**src/pssci_pkg.sv**
```systemverilog
package pssci_pkg;

  // ****************************************************************
  // sizes
  // ****************************************************************
  localparam int NUM_MOD = 3;
  localparam int CMP_W   = 12;
  localparam int DATA_W  = 8;
  localparam int ADDR_W  = 6;
  localparam int NUM_CMP = 4;

  // ****************************************************************
  // register offsets
  // ****************************************************************
  localparam logic [ADDR_W-1:0] OFS_CTRL      = 6'h00;
  localparam logic [ADDR_W-1:0] OFS_CNF       = 6'h01;
  localparam logic [ADDR_W-1:0] OFS_ROUTE     = 6'h02;
  localparam logic [ADDR_W-1:0] OFS_TRIGSEL   = 6'h03;
  localparam logic [ADDR_W-1:0] OFS_IMASK     = 6'h04;
  localparam logic [ADDR_W-1:0] OFS_IFLAG     = 6'h05;
  localparam logic [ADDR_W-1:0] OFS_ICTL_BASE = 6'h06;
  localparam logic [ADDR_W-1:0] OFS_CMP_BASE  = 6'h10;
  localparam int                CMP_STRIDE    = 8;

  // ****************************************************************
  // field positions
  // ****************************************************************
  localparam int CTRL_RUN    = 0;
  localparam int CTRL_CCYC   = 1;
  localparam int CTRL_CLKSEL = 5;
  localparam int CTRL_PRE_LO = 6;
  localparam int CNF_POLA    = 2;
  localparam int CNF_POLB    = 3;
  localparam int CNF_MODE    = 4;
  localparam int CNF_LOCK    = 5;
  localparam int ICTL_LVL_HI = 0;
  localparam int ICTL_EDGE   = 1;
  localparam int ICTL_FAULT  = 2;
  localparam int IF_EV_LSB   = 0;
  localparam int IF_END_LSB  = 3;
  localparam int ROUTE_W     = 6;
  localparam int TRIG_W      = 2;

  // ****************************************************************
  // reset values and masks
  // ****************************************************************
  localparam logic [DATA_W-1:0] CTRL_RST   = 8'h00;
  localparam logic [DATA_W-1:0] CTRL_MASK  = 8'hE3;
  localparam logic [DATA_W-1:0] CNF_MASK   = 8'h3C;
  localparam logic [DATA_W-1:0] ICTL_MASK  = 8'h07;
  localparam logic [DATA_W-1:0] REG_RST    = 8'h00;
  localparam logic [CMP_W-1:0]  CMP_RST    = 12'h000;
  localparam logic [DATA_W-1:0] TC_DIV4    = 8'h03;
  localparam logic [DATA_W-1:0] TC_DIV32   = 8'h1F;
  localparam logic [DATA_W-1:0] TC_DIV256  = 8'hFF;
  localparam logic [DATA_W-1:0] TC_DIV1    = 8'h00;

  typedef enum logic [1:0] {
    PRE_1   = 2'b00,
    PRE_4   = 2'b01,
    PRE_32  = 2'b10,
    PRE_256 = 2'b11
  } pssci_pre_e;

  typedef enum logic [1:0] {
    TRIG_A_LEAD  = 2'b00,
    TRIG_A_TRAIL = 2'b01,
    TRIG_B_LEAD  = 2'b10,
    TRIG_B_TRAIL = 2'b11
  } pssci_trig_e;

  typedef enum logic {
    DIR_UP   = 1'b0,
    DIR_DOWN = 1'b1
  } pssci_dir_e;

  // one module's active compare set
  typedef struct packed {
    logic [CMP_W-1:0] sa;
    logic [CMP_W-1:0] ra;
    logic [CMP_W-1:0] sb;
    logic [CMP_W-1:0] rb;
  } pssci_cmp_s;

endpackage

```
**src/pssci_top.sv**
```systemverilog
`timescale 1ns/1ns
// Summary of operation
// - each module makes its own adc trigger
// - each module has separate interrupt outputs
// - sources: reload, input event, sync error
// - input event on active edge or level onset
// - clock select 0 io clock, 1 pll clock
// - prescaler codes divide by 1, 4, 32, 256
// - end of cycle on reset compare b match
// - fault interrupt on input event, own vector
// - per-module registers replicated for three modules
// - routing bits 5..0 pick waveform or port
// - enabled pin follows its module waveform
// - trigger select two bits per module
// - one-ramp codes pick a/b leading or trailing
// - trailing trigger also on fault on part
// - centre codes 00 down, 01 up reset-a match
// - centre codes 10 and 11 give no trigger
// - compares twelve bits, two bytes, reset zero
// - update lock holds routing and compares
// - high byte to temp, low byte commits
module pssci_top
  import pssci_pkg::*;
(
  input  wire logic              i_ref_clk,
  input  wire logic              i_resetn,
  input  wire logic [ADDR_W-1:0] i_addr,
  input  wire logic [DATA_W-1:0] i_wdata,
  input  wire logic              i_wr,
  input  wire logic              i_rd,
  output logic      [DATA_W-1:0] o_rdata,
  input  wire logic              i_pll_clk,
  input  wire logic [NUM_MOD-1:0] i_fault_in,
  input  wire logic [NUM_MOD-1:0] i_sync_error,
  input  wire logic [ROUTE_W-1:0] i_port_out,
  output logic      [ROUTE_W-1:0] o_pin_out,
  output logic      [NUM_MOD-1:0] o_adc_trigger,
  output logic      [NUM_MOD-1:0] o_end_of_cycle_irq,
  output logic      [NUM_MOD-1:0] o_fault_event_irq,
  output logic                    o_divided_controller_clock
);

  // ****************************************************************
  // software registers
  // ****************************************************************
  logic [DATA_W-1:0]  ctrl_q;
  logic [DATA_W-1:0]  cnf_q;
  logic [ROUTE_W-1:0] route_sh_q;
  logic [ROUTE_W-1:0] route_q;
  logic [DATA_W-1:0]  trigsel_q;
  logic [DATA_W-1:0]  imask_q;
  logic [DATA_W-1:0]  iflag_q;
  logic [DATA_W-1:0]  iflag_d;
  logic [DATA_W-1:0]  temp_q;
  logic [DATA_W-1:0]  ictl_q [NUM_MOD];
  logic [CMP_W-1:0]   sh_q   [NUM_MOD*NUM_CMP];
  logic [CMP_W-1:0]   act_q  [NUM_MOD*NUM_CMP];
  logic [DATA_W-1:0]  rdata_d;
  logic [DATA_W-1:0]  cmp_rd [NUM_MOD*NUM_CMP*2];

  // shared per-module status
  logic [NUM_MOD-1:0] eoc;
  logic [NUM_MOD-1:0] in_event;
  logic [NUM_MOD-1:0] upd_ok;
  logic [NUM_MOD-1:0] trig_d;
  logic [NUM_MOD-1:0] wave_a;
  logic [NUM_MOD-1:0] wave_b;
  logic [NUM_MOD-1:0] running;

  // ****************************************************************
  // address decode
  // ****************************************************************
  wire logic wr_ctrl    = i_wr && (i_addr == OFS_CTRL);
  wire logic wr_cnf     = i_wr && (i_addr == OFS_CNF);
  wire logic wr_route   = i_wr && (i_addr == OFS_ROUTE);
  wire logic wr_trigsel = i_wr && (i_addr == OFS_TRIGSEL);
  wire logic wr_imask   = i_wr && (i_addr == OFS_IMASK);
  wire logic wr_iflag   = i_wr && (i_addr == OFS_IFLAG);
  wire logic lock       = cnf_q[CNF_LOCK];
  wire logic centre     = cnf_q[CNF_MODE];
  wire logic run_bit    = ctrl_q[CTRL_RUN];

  // control registers; run bit starts the counters
  always_ff @(posedge i_ref_clk or negedge i_resetn) begin
    if (!i_resetn) begin
      ctrl_q    <= CTRL_RST;
      cnf_q     <= REG_RST;
      trigsel_q <= REG_RST;
      imask_q   <= REG_RST;
    end else begin
      if (wr_ctrl) ctrl_q <= i_wdata & CTRL_MASK;
      if (wr_cnf) cnf_q <= i_wdata & CNF_MASK;
      if (wr_trigsel) trigsel_q <= i_wdata;
      if (wr_imask) imask_q <= i_wdata;
    end
  end

  // routing goes through a shadow so a lock can hold it
  always_ff @(posedge i_ref_clk or negedge i_resetn) begin
    if (!i_resetn) begin
      route_sh_q <= REG_RST[ROUTE_W-1:0];
      route_q    <= REG_RST[ROUTE_W-1:0];
    end else begin
      if (wr_route) route_sh_q <= i_wdata[ROUTE_W-1:0];
      if (upd_ok[0]) route_q <= route_sh_q;
    end
  end

  // ****************************************************************
  // compare registers behind the shared high-byte holder
  // ****************************************************************
  wire logic cmp_hi_wr = i_wr && !i_addr[0] && (i_addr >= OFS_CMP_BASE) &&
    (i_addr < OFS_CMP_BASE + ADDR_W'(NUM_MOD * CMP_STRIDE));

  always_ff @(posedge i_ref_clk or negedge i_resetn) begin
    if (!i_resetn) begin
      temp_q <= REG_RST;
    end else if (cmp_hi_wr) begin
      temp_q <= i_wdata;
    end
  end

  for (genvar e = 0; e < NUM_MOD*NUM_CMP; e++) begin : g_cmp
    localparam logic [ADDR_W-1:0] A_HI =
      OFS_CMP_BASE + ADDR_W'((e / NUM_CMP) * CMP_STRIDE + (e % NUM_CMP) * 2);
    localparam logic [ADDR_W-1:0] A_LO = A_HI + 6'h01;
    wire logic lo_wr = i_wr && (i_addr == A_LO);

    // low byte write commits both bytes at once, so no torn value
    always_ff @(posedge i_ref_clk or negedge i_resetn) begin
      if (!i_resetn) begin
        sh_q[e]  <= CMP_RST;
        act_q[e] <= CMP_RST;
      end else begin
        if (lo_wr) sh_q[e] <= {temp_q[3:0], i_wdata};
        if (upd_ok[e / NUM_CMP]) act_q[e] <= sh_q[e];
      end
    end

    assign cmp_rd[2*e]   = {4'h0, sh_q[e][CMP_W-1:DATA_W]};
    assign cmp_rd[2*e+1] = sh_q[e][DATA_W-1:0];
  end

  // ****************************************************************
  // controller clock: select and prescale
  // ****************************************************************
  logic       pll_s1_q;
  logic       pll_s2_q;
  logic       pll_s3_q;
  logic       pll_lvl_q;
  logic       clksel_q;
  logic [1:0] pre_q;
  logic [7:0] pre_cnt_q;
  logic       div_tick_q;

  // three-stage sampling of the pll clock pin
  always_ff @(posedge i_ref_clk or negedge i_resetn) begin
    if (!i_resetn) begin
      pll_s1_q  <= 1'b0;
      pll_s2_q  <= 1'b0;
      pll_s3_q  <= 1'b0;
      pll_lvl_q <= 1'b0;
    end else begin
      pll_s1_q <= i_pll_clk;
      pll_s2_q <= pll_s1_q;
      pll_s3_q <= pll_s2_q;
      if (pll_s2_q == pll_s3_q) pll_lvl_q <= pll_s2_q;
    end
  end

  wire logic pll_rise = (pll_s2_q == pll_s3_q) && pll_s2_q && !pll_lvl_q;
  wire logic src_tick = clksel_q ? pll_rise : 1'b1;

  logic [7:0] pre_tc;
  always_comb begin
    unique case (pssci_pre_e'(pre_q))
      PRE_1:   pre_tc = TC_DIV1;
      PRE_4:   pre_tc = TC_DIV4;
      PRE_32:  pre_tc = TC_DIV32;
      PRE_256: pre_tc = TC_DIV256;
    endcase
  end

  wire logic div_end = src_tick && (pre_cnt_q == pre_tc);

  // new source and divider only taken at a period end, no runt pulse
  always_ff @(posedge i_ref_clk or negedge i_resetn) begin
    if (!i_resetn) begin
      clksel_q   <= 1'b0;
      pre_q      <= 2'b00;
      pre_cnt_q  <= 8'h00;
      div_tick_q <= 1'b0;
    end else begin
      div_tick_q <= div_end;
      if (div_end) begin
        pre_cnt_q <= 8'h00;
        clksel_q  <= ctrl_q[CTRL_CLKSEL];
        pre_q     <= ctrl_q[CTRL_PRE_LO+1:CTRL_PRE_LO];
      end else if (src_tick) begin
        pre_cnt_q <= pre_cnt_q + 8'h01;
      end
    end
  end

  // ****************************************************************
  // per-module counter, waveform, input and trigger
  // ****************************************************************
  for (genvar m = 0; m < NUM_MOD; m++) begin : g_mod
    pssci_cmp_s       cm;
    logic [CMP_W-1:0] cnt_q;
    pssci_dir_e       dir_q;
    logic             run_q;
    logic             a_q;
    logic             b_q;
    logic             s1_q;
    logic             s2_q;
    logic             s3_q;
    logic             filt_q;
    logic             act_prev_q;
    logic [1:0]       code;

    assign cm = {act_q[m*NUM_CMP], act_q[m*NUM_CMP+1],
                 act_q[m*NUM_CMP+2], act_q[m*NUM_CMP+3]};
    assign code = trigsel_q[m*TRIG_W +: TRIG_W];

    wire logic tick     = div_tick_q && run_q;
    wire logic m_sa     = tick && (cnt_q == cm.sa);
    wire logic m_ra     = tick && (cnt_q == cm.ra);
    wire logic m_sb     = tick && (cnt_q == cm.sb);
    wire logic m_rb     = tick && (cnt_q == cm.rb);
    wire logic going_up = (dir_q == DIR_UP);
    wire logic in_act   = (filt_q == ictl_q[m][ICTL_LVL_HI]);

    // fault input: three flops, change taken when last two agree
    always_ff @(posedge i_ref_clk or negedge i_resetn) begin
      if (!i_resetn) begin
        s1_q       <= 1'b0;
        s2_q       <= 1'b0;
        s3_q       <= 1'b0;
        filt_q     <= 1'b0;
        act_prev_q <= 1'b1; // no false event right after reset
      end else begin
        s1_q <= i_fault_in[m];
        s2_q <= s1_q;
        s3_q <= s2_q;
        if (s2_q == s3_q) filt_q <= s2_q;
        act_prev_q <= in_act;
      end
    end

    // edge mode: active edge; level mode: onset of the level
    assign in_event[m] = in_act && !act_prev_q;
    wire logic fault_on = ictl_q[m][ICTL_FAULT] &&
                          (ictl_q[m][ICTL_EDGE] ? in_event[m] : in_act);

    // counter: one-ramp wraps at rb, centre turns round at rb
    always_ff @(posedge i_ref_clk or negedge i_resetn) begin
      if (!i_resetn) begin
        cnt_q <= CMP_RST;
        dir_q <= DIR_UP;
      end else if (!run_q) begin
        cnt_q <= CMP_RST;
        dir_q <= DIR_UP;
      end else if (div_tick_q) begin
        if (!centre) begin
          cnt_q <= m_rb ? CMP_RST : cnt_q + 12'h001;
          dir_q <= DIR_UP;
        end else begin
          unique case (dir_q)
            DIR_UP: begin
              if (m_rb) begin
                dir_q <= DIR_DOWN;
                cnt_q <= (cnt_q == CMP_RST) ? cnt_q : cnt_q - 12'h001;
              end else begin
                cnt_q <= cnt_q + 12'h001;
              end
            end
            DIR_DOWN: begin
              if (cnt_q == CMP_RST) begin
                dir_q <= DIR_UP;
                cnt_q <= cnt_q + 12'h001;
              end else begin
                cnt_q <= cnt_q - 12'h001;
              end
            end
          endcase
        end
      end
    end

    assign eoc[m] = m_rb;
    assign upd_ok[m] = !lock && (eoc[m] || !run_q);
    assign running[m] = run_q;

    // complete-cycle bit lets the counter finish before halting
    always_ff @(posedge i_ref_clk or negedge i_resetn) begin
      if (!i_resetn) begin
        run_q <= 1'b0;
      end else if (run_bit) begin
        run_q <= 1'b1;
      end else if (!ctrl_q[CTRL_CCYC] || eoc[m]) begin
        run_q <= 1'b0;
      end
    end

    // waveform parts; fault forces both parts inactive
    always_ff @(posedge i_ref_clk or negedge i_resetn) begin
      if (!i_resetn) begin
        a_q <= 1'b0;
        b_q <= 1'b0;
      end else if (!run_q || fault_on) begin
        a_q <= 1'b0;
        b_q <= 1'b0;
      end else if (!centre) begin
        if (m_ra) a_q <= 1'b0;
        else if (m_sa) a_q <= 1'b1;
        if (m_rb) b_q <= 1'b0;
        else if (m_sb) b_q <= 1'b1;
      end else begin
        if (m_sa) a_q <= going_up;
        if (m_sb) b_q <= !going_up;
      end
    end

    assign wave_a[m] = cnf_q[CNF_POLA] ? a_q : !a_q;
    assign wave_b[m] = cnf_q[CNF_POLB] ? b_q : !b_q;

    wire logic trail_a = m_ra || (fault_on && a_q);
    wire logic trail_b = m_rb || (fault_on && b_q);

    // trigger source; in centre mode only reset-a matches count
    always_comb begin
      if (!centre) begin
        unique case (pssci_trig_e'(code))
          TRIG_A_LEAD:  trig_d[m] = m_sa;
          TRIG_A_TRAIL: trig_d[m] = trail_a;
          TRIG_B_LEAD:  trig_d[m] = m_sb;
          TRIG_B_TRAIL: trig_d[m] = trail_b;
        endcase
      end else begin
        unique case (pssci_trig_e'(code))
          TRIG_A_LEAD:  trig_d[m] = m_ra && !going_up;
          TRIG_A_TRAIL: trig_d[m] = m_ra && going_up;
          TRIG_B_LEAD:  trig_d[m] = 1'b0;
          TRIG_B_TRAIL: trig_d[m] = 1'b0;
        endcase
      end
    end

    // input control, one per module
    always_ff @(posedge i_ref_clk or negedge i_resetn) begin
      if (!i_resetn) begin
        ictl_q[m] <= REG_RST;
      end else if (i_wr && (i_addr == OFS_ICTL_BASE + ADDR_W'(m))) begin
        ictl_q[m] <= i_wdata & ICTL_MASK;
      end
    end
  end

  // ****************************************************************
  // interrupt flags: set wins over write-one-to-clear
  // ****************************************************************
  wire logic [NUM_MOD-1:0] ev_set = in_event | i_sync_error;

  always_comb begin
    iflag_d = iflag_q & ~(wr_iflag ? i_wdata : REG_RST);
    iflag_d[IF_EV_LSB +: NUM_MOD]  = iflag_d[IF_EV_LSB +: NUM_MOD] | ev_set;
    iflag_d[IF_END_LSB +: NUM_MOD] = iflag_d[IF_END_LSB +: NUM_MOD] | eoc;
  end

  wire logic [DATA_W-1:0] irq_pend = iflag_q & imask_q;

  always_ff @(posedge i_ref_clk or negedge i_resetn) begin
    if (!i_resetn) begin
      iflag_q <= REG_RST;
    end else begin
      iflag_q <= iflag_d;
    end
  end

  // ****************************************************************
  // read mux and registered outputs
  // ****************************************************************
  // compare bytes sit in address order, so the offset is the index
  wire logic [ADDR_W-1:0] cmp_idx = i_addr - OFS_CMP_BASE;

  always_comb begin
    rdata_d = REG_RST;
    if (i_addr >= OFS_CMP_BASE) begin
      if (cmp_idx < ADDR_W'(NUM_MOD * CMP_STRIDE)) begin
        rdata_d = cmp_rd[cmp_idx[4:0]];
      end
    end else if (i_addr == OFS_CTRL) begin
      rdata_d = ctrl_q;
    end else if (i_addr == OFS_CNF) begin
      rdata_d = cnf_q;
    end else if (i_addr == OFS_ROUTE) begin
      rdata_d = {2'b00, route_sh_q};
    end else if (i_addr == OFS_TRIGSEL) begin
      rdata_d = trigsel_q;
    end else if (i_addr == OFS_IMASK) begin
      rdata_d = imask_q;
    end else if (i_addr == OFS_IFLAG) begin
      rdata_d = iflag_q;
    end else if (i_addr < OFS_ICTL_BASE + ADDR_W'(NUM_MOD)) begin
      rdata_d = ictl_q[2'(i_addr - OFS_ICTL_BASE)];
    end
  end

  // pins mux waveform or port logic; unenabled pins pass port value
  logic [ROUTE_W-1:0] pin_d;
  for (genvar p = 0; p < NUM_MOD; p++) begin : g_pin
    assign pin_d[2*p]   = route_q[2*p]   ? wave_a[p] : i_port_out[2*p];
    assign pin_d[2*p+1] = route_q[2*p+1] ? wave_b[p] : i_port_out[2*p+1];
  end

  always_ff @(posedge i_ref_clk or negedge i_resetn) begin
    if (!i_resetn) begin
      o_rdata                    <= REG_RST;
      o_pin_out                  <= REG_RST[ROUTE_W-1:0];
      o_adc_trigger              <= '0;
      o_end_of_cycle_irq         <= '0;
      o_fault_event_irq          <= '0;
      o_divided_controller_clock <= 1'b0;
    end else begin
      o_rdata <= i_rd ? rdata_d : REG_RST;
      o_pin_out <= pin_d;
      o_adc_trigger <= trig_d;
      o_end_of_cycle_irq <= irq_pend[IF_END_LSB +: NUM_MOD];
      o_fault_event_irq <= irq_pend[IF_EV_LSB +: NUM_MOD];
      o_divided_controller_clock <= div_tick_q;
    end
  end

endmodule

```
**config.mk**
```make
export PLATFORM = sky130hd
export DESIGN_NAME = pssci_top
export DESIGN_NICKNAME = d
export VERILOG_FILES = /design/src/pssci_pkg.sv /design/src/pssci_top.sv
export SDC_FILE = /design/constraint.sdc
export NUM_CORES = 1
export LEC_CHECK = 0
export BUFFER_PORTS_ARGS = -buffer_cell sky130_fd_sc_hd__buf_2
export CAP_MARGIN = 20
export CORE_AREA = 2 2 213 215
export CTS_CLUSTER_DIAMETER = 60
export CTS_CLUSTER_SIZE = 12
export DETAILED_ROUTE_END_ITERATION = 7
export DIE_AREA = 0 0 215 217
export PLACE_DENSITY = 0.69
export SYNTH_ARGS = -nofsm -noshare
export SYNTH_HDL_FRONTEND = slang
export SYNTH_SLANG_ARGS = --single-unit
```
**constraint.sdc**
```tcl
create_clock -name i_ref_clk -period 4.2 [get_ports i_ref_clk]
set_input_delay 0.21 -clock i_ref_clk [delete_from_list [all_inputs] [get_ports i_ref_clk]]
set_output_delay 0.21 -clock i_ref_clk [all_outputs]
set_load 0.01 [all_outputs]
```
==> results.md, run 1 <==
- RSZ-0062 raised after global routing: false
- CP Data Arrival Time: 3560 ps
- Post-synth top flop: dfrtp_1
- CTS max path bufs: 3
- Lkg Pwr: roughly 12 nW
- Antenna Cells: 0
- H-tree depth: 2
- Final std cells w/o fill: 2,484
- Worst Hold Class: input pin to flip-flop
- Nets: 1,909
- Vias in the first global route: 14,980
- PortBufs: 54
- PnR worst setup slack: 1095 ps
- Sequential power share: 0.471
- 1st-iter DRT viols: 1,339
- Cells after Synth: 1,825
- Synth unique cells: 73
- CP Launch Type: flip-flop
- Cells after DPL: 2,397
- GPL Wtd Cong: 0.9333
- Slew margin rel.: 0.3221
- Peak supply drop: around 0.48 mV
- Total wire length: between 60 and 70 mm
- CP peak stage delay: roughly 550 ps
- Sw frac: 0.3044
- Outcome: completed
- Die Y-Extent: approximately 220 µm
- Pin count of the biggest net entering global routing: around 130
- Endpoint class of the critical path: flip-flop
- Cts repair resizes: 0
- DR vias: 15,120
- # Post-CTS Setup Buffers: 0
- Pint: approximately 8.6 mW
- Worst-path clk slew: 60 ps
- CTS tree: done
- Worst hold slack: between 100 and 150 ps
- Syn-to-layout area delta: 11.06%
- Crit-path max FO: 48
- Chip width: 215 µm
- Remaining global-route overflow: 0
- First-pass GRT wire length: 93.88 mm
- Setup TNS: 0 ps
- Syn nets: 1,872
- Post-Route Utilization: 0.5555
- Tcrit/Tclk final: 0.7392
- Crit Reg-Reg Startpoint: g_mod[2].cnt_q[3]
- Clock root cell: clkbuf_16
- Top cell by count, worst path: buf_4
- Final Hold Vio Count: 0
- DRC: 0
- CTS hold repair buffers: 15
- Sequential share of the synthesized area: 0.5027
- Post-synthesis register bit count: between 400 and 500
- DR pass1 iterations: 5
- Number of synthesized flops with an enable pin: 0
- Final min period: about 3100 ps
- DP Worst Slack: 1099 ps
- Multi-input gate area: 10,540 µm²
- Setup violations, final: 0
- Slowest-stage cell, CP: dfrtp_1
- Initial antenna violation count: 1
- Post-DP Area: approximately 23,000 µm²
- Worst R2R Setup Slack: around 1100 ps
- GRT Total Usage: 0.2639
- ANT nets after route: 0
- Async set or reset register ratio after synthesis: 1.000
- Starting Density: 0.5002
- Finished Cell Area: 24,830 µm²
- Total chip power: approximately 12 mW
- Area of the die: 46,660 µm²
- CP Data Required Time: 4660 ps
- Sequential Area: 11,240 µm²
- Max Slew Vio Count: 0
- Crit Path Category: flip-flop to flip-flop
- Worst reg-to-reg path cell count: 8
- Final HPWL DP: 41.66 mm
- Ys Warns: 0
- Avg Vias per Cell: 6.087
- Clock power share: 0.324
- Layout cells sized above 1: 0.3079
- Worst Skew: ~23 ps
- Num CTS Buffers: 47
- Sequence of cells on the critical path: xor2_1 -> or4_4 -> nor4_4 -> buf_4 -> nor2_1 -> nor2_4 -> buf_4 -> mux2_2
- Syn Area/Cell: between 10 and 15 µm²
- Power share of the combinational group: 0.205
- Num ports: 55
- WL/cell: ~24 µm
- CP Capture Point: act_q[5]
- Max Freq: 322.1 MHz
- Worst-Skew Late Latency: 590 ps
- Fill cells: 3,753
- Clock sink total: 449
- Tightest Pin Transition: 1017 ps
- Maxcap violations: 0
- Reg2Reg Capture Point: act_q[5]
- Switching pwr: 3.759 mW
- Setup crit start: g_mod[2].cnt_q[3]
- Synth Cell Area: 22,360 µm²
- Pwr Density: 497.5 nW/µm²
- Cell Rows: 78
- Core box area: 44,700 µm²
## state kept, by name (all words and copies together), names as in the netlist, 4 cells and up
signal	flops
ictl_q	9
ctrl_q	5
act_q	144
route_sh_q	6
temp_q	4
g_mod.cnt_q	36
imask_q	8
iflag_q	8
route_q	6
cmp_rd	144
trigsel_q	8
o_pin_out	6
o_rdata	8
pre_cnt_q	8
cnf_q	4
## power groups by stage
stage	combinational (mW)	clock (mW)	sequential, mW
6_report	2.54	4.00	5.81
5_1_grt	2.75	4.24	5.90
4_1_cts	2.53	4.07	5.79
3_5_place_dp	2.50	0	5.87
3_3_place_gp	2.46	0	5.84
2_1_floorplan	1.97	0	5.48
## critical path, delay by kind of cell, from the launching register on
family / cells / cell delay, ps
simple gates: 4 / 950
mux: 1 / 400
flops: 1 / 550
buf+inv: 2 / 800
xor+xnor: 1 / 240
## kinds of logic after synthesis
logic type,share of synthesized area
simple gates,0.09307
fa+ha+maj,0.01030
mux,0.2354
xor+xnor,0.06738
flops,0.5027
compound gates,0.06375
buf+inv,0.02731
## cell type report
cell class | instances | share of cell area
Clock buffer | 60 | 0.05180
Clock inverter | 11 | 0.005543
Inverter | 32 | 0.004837
Multi-Input combinational cell | 1224 | 0.4243
Sequential cell | 449 | 0.4527
Tap cell | 600 | 0.03023
Timing Repair Buffer | 108 | 0.03064
## worst min path at each step
stage,from,end,slack (ps),cells past startpoint
2_1_floorplan,i_resetn,act_q[0],-90,0
3_3_place_gp,i_fault_in[1],g_mod[1].s1_q,320,1
3_5_place_dp,i_pll_clk,pll_s1_q,320,1
4_1_cts,i_addr[4],o_rdata[2],80,3
5_1_grt,i_wdata[4],cnf_q[4],150,3
6_report,i_wdata[6],iflag_q[6],120,2
## synthesized netlist by cell type (11+ instances only)
cell | number | area share
a21o_1 | 12 | 0.0040
a21oi_1 | 48 | 0.011
a31oi_1 | 14 | 0.0039
and2_1 | 13 | 0.0036
buf_1 | 18 | 0.0030
buf_2 | 17 | 0.0038
clkbuf_1 | 81 | 0.014
dfrtp_1 | 446 | 0.50
ha_1 | 16 | 0.0090
inv_1 | 32 | 0.0054
mux2_2 | 359 | 0.18
mux2i_1 | 32 | 0.014
mux4_2 | 40 | 0.040
nand2_1 | 85 | 0.014
nand2b_1 | 14 | 0.0039
nand3_1 | 43 | 0.0096
nand4_1 | 32 | 0.0090
nor2_1 | 77 | 0.013
nor2b_1 | 14 | 0.0039
nor3_1 | 26 | 0.0058
nor3b_1 | 11 | 0.0037
nor4_1 | 27 | 0.0076
o21ai_0 | 31 | 0.0069
or4_1 | 11 | 0.0037
xnor2_1 | 95 | 0.037
xor2_1 | 77 | 0.030
## cells in the final DEF (no fill, tap or decap), drive strengths merged, types with 40 or more instances in the layout
cell    Yosys  routed
a21oi      48      48
xnor2      95      95
mux4       40      40
nand2      85      85
xor2       77      77
nand3      43      43
buf        39      92
dfrtp     446     446
mux2      359     359
clkbuf     81      61
nor2       77      77
## routing by layer
layer | vias to the layer above | track usage | share of wire
met2 | 507 | 0.4035 | 0.45
met1 | 7869 | 0.3880 | 0.46
li1 | 6655 | - | -
met5 | - | 0 | 0.00021
met4 | 2 | 0.07218 | 0.022
met3 | 88 | 0.04948 | 0.063
No activity file was read; power rests on OpenSTA's default activity.
==> inputs of run 2 (changes only) <==
Settings changed: ABC_AREA set to 1, CORE_AREA 2 2 213 215 to 2 2 216 218, DIE_AREA 0 0 215 217 to 0 0 218 220, PLACE_DENSITY 0.69 to 0.71.
Clock period 4.2 ns to 2.8 ns, I/O delays scaled along.
==> run 2 against run 1 <==
Critical path depth grew 4. Worst setup slack worse by 800 ps. Sequential power up 43%. Via count up 35%. First-iteration DRC count grew 55%. Utilization up 0.27 points. Synthesized area grew 2.7%. Sequential share of layout area down 1.4 points. Clock skew is 2.2 ps lower.
==> results.md, run 2 <==
- Cell Rows: 79
- CTS hold repair buffers: 21
- Top cell by count, worst path: nand2_1
- Sequential share of the synthesized area: 0.4895
- Core box area: 45,860 µm²
- Hold path startpoint: i_wdata[5]
- Final Hold Vio Count: 0
- Commonest non-fill, non-tap cell in the layout: nand2_1
- Clock root cell: clkbuf_16
- Num ports: 55
- Total chip power: roughly 18 mW
- CP Data Arrival Time: approximately 3000 ps
- Crit Reg-Reg Startpoint: div_tick_q
- Die Y-Extent: around 220 µm
- # Post-CTS Setup Buffers: 0
- GR Util met3: 0.05010
- Setup TNS: 0 ps
- Ys Warns: 0
- Lkg Pwr: approximately 12 nW
- Pwr Density: 710.7 nW/µm²
- Setup violations, final: 0
- Num CTS Buffers: 46
- Synth unique cells: 51
- Commonest cells after routing, fill and taps aside: nand2_1 (789), dfrtp_1 (446), o21ai_0 (331), inv_1 (315), nor2_1 (199)
- Most common cell in the synthesized netlist: nand2_1
- Worst-path clk slew: 60 ps
- Worst-Skew Late Latency: 610 ps
- CTS tree: done
- CTS max path bufs: 3
- Main area contributors after synthesis: dfrtp_1 (49%), nand2_1 (13%), o21ai_0 (7.2%), inv_1 (5.1%), nor2_1 (3.3%)
- Reg2Reg Capture Point: act_q[54]
- Number of synthesized flops with an enable pin: 0
- DRC: 0
- Starting Density: 0.5006
- Max Slew Vio Count: 0
- Tightest Pin Transition: approximately 920 ps
- Top delay family on crit path: simple AND/OR/NAND/NOR gates
- Top post-synthesis cells by count: nand2_1 (790), dfrtp_1 (446), o21ai_0 (331)
- Crit-path max FO: 23
- Remaining global-route overflow: 0
- Layout cells sized above 1: 0.09234
- Avg Vias per Cell: 5.658
- Chip width: approximately 220 µm
- Slowest-stage cell, CP: dfrtp_1
- Post-synth top flop: dfrtp_1
- Hold Path Sink: iflag_q[5]
- Routing usage on met1: 0.4213
- Setup crit start: div_tick_q
- Nets: 3,013
- Fill cells: 4,240
- Worst R2R Setup Slack: 290 ps
- Buffers & Inverters on Critical Path: 2
- Cells after Synth: slightly below 3,000
- Antenna Cells: 0
- Syn nets: 2,949
- Post-synthesis register bit count: approximately 450
- CP peak stage delay: 680 ps
- First-pass GRT wire length: around 110 mm
- WL/cell: between 20 and 25 µm
- Outcome: completed
- Cts repair resizes: 0
- Maxcap violations: 0
- Slew margin rel.: 0.3840
- Clock sink total: 449
- Synth Cell Area: 22,960 µm²
- 1st-iter DRT viols: 2,081
- Total wire length: 72.46 mm
- GRT Total Usage: 0.3078
- Global route hottest layer: met2
- Syn-to-layout area delta: 11.50%
- Worst Hold Class: input pin to flip-flop
- Final HPWL DP: 51.72 mm
- DR vias: slightly above 20,000
- CP Launch Type: flip-flop
- Sequence of cells on the critical path: nand2_1 -> inv_2 -> nand2_1 -> nor2_1 -> nand2_1 -> nor2_2 -> nand2_1 -> nand2_1 -> nand2_2 -> buf_4 -> nand2_1 -> o21ai_1
- Area of the die: about 48,000 µm²
- Async set or reset register ratio after synthesis: 1.000
- DR pass1 iterations: 6
- PortBufs: between 50 and 60
- PnR worst setup slack: 292.8 ps
- Max Freq: roughly 400 MHz
- H-tree depth: 2
- Worst reg-to-reg path cell count: 12
- Worst Skew: 20.42 ps
- M2 GR Usage: 0.4837
- Crit Path Category: flip-flop to flip-flop
- Synth area leader: dfrtp_1
- Syn Area/Cell: 7.912 µm²
- CP Data Required Time: 3290 ps
- DP Worst Slack: 361.1 ps
- Top cell type's share of synthesized area: 0.4861
- RSZ-0062 raised after global routing: false
- Endpoint class of the critical path: flip-flop
- Peak supply drop: 0.5928 mV
- Worst hold slack: 16.12 ps
- GPL Wtd Cong: 0.9848
- Hold Path Cell Cnt: 4
- ANT nets after route: 0
- Pin count of the biggest net entering global routing: 100
- Tcrit/Tclk final: 0.8954
- Initial antenna violation count: 1
- Final min period: 2507 ps
- Vias in the first global route: 19,770
[run 2: kinds of logic after synthesis]
kind of cell / count (synthesis) / share of synthesized area
XOR/XNOR: 103 / 0.03929
multiplexers: 23 / 0.01368
AND/OR/NAND/NOR: 1214 / 0.2180
flip-flops: 449 / 0.4895
buffers and inverters: 479 / 0.08463
AO/OA/AOI/OAI: 615 / 0.1448
adder cells (fa/ha/maj): 19 / 0.01003
[run 2: per-stage QoR]
| step | utilization | area [µm²] | instances |
|---|---|---|---|
| floorplan | - | 22960 | 2902 |
| global placement | 0.5236 | 24010 | 3504 |
| detailed placement | 0.5236 | 24010 | 3504 |
| CTS | 0.5582 | 25600 | 3596 |
| global route | 0.5582 | 25600 | 3596 |
| finish | 0.5582 | 25600 | 3596 |
[run 2: worst reg2reg max path, stage by stage (launching register included)]
cell and delay [ps]:
dfrtp_1 680, nand2_1 220, inv_2 160, nand2_1 60, nor2_1 80, nand2_1 70
nor2_2 170, nand2_1 100, nand2_1 110, nand2_2 250, buf_4 330, nand2_1 90
o21ai_1 60
[run 2: how the worst max path moves through the flow]
stage / end / slack (ps) / depth (start not counted)
floorplan: g_mod[0].cnt_q[6] / 900 / 15
global placement: act_q[54] / 390 / 12
detailed placement: act_q[54] / 360 / 12
CTS: act_q[54] / 340 / 12
global route: act_q[55] / 30 / 12
finish: act_q[54] / 290 / 12
[run 2: per-layer routing]
layer / up-vias / part of all wire
met5: - / 0.00017
met4: 2 / 0.044
met3: 185 / 0.085
met2: 890 / 0.45
li1: 9523 / -
met1: 9745 / 0.42
[run 2: report_power, final]
group / switching (mW) / total (mW) / internal (mW)
Combinational: 2.54 / 3.92 / 1.38
Clock: 2.64 / 5.95 / 3.31
Sequential: 0.847 / 8.32 / 7.48
[run 2: cell type report]
type	count	area, µm²	share of cell area
Inverter	350	1315	0.05136
Tap cell	607	759.5	0.02966
Timing Repair Buffer	145	1129	0.04408
Clock buffer	62	1252	0.04892
Clock inverter	9	126.4	0.004936
Multi-Input combinational cell	1974	9781	0.3820
Sequential cell	449	11240	0.4390
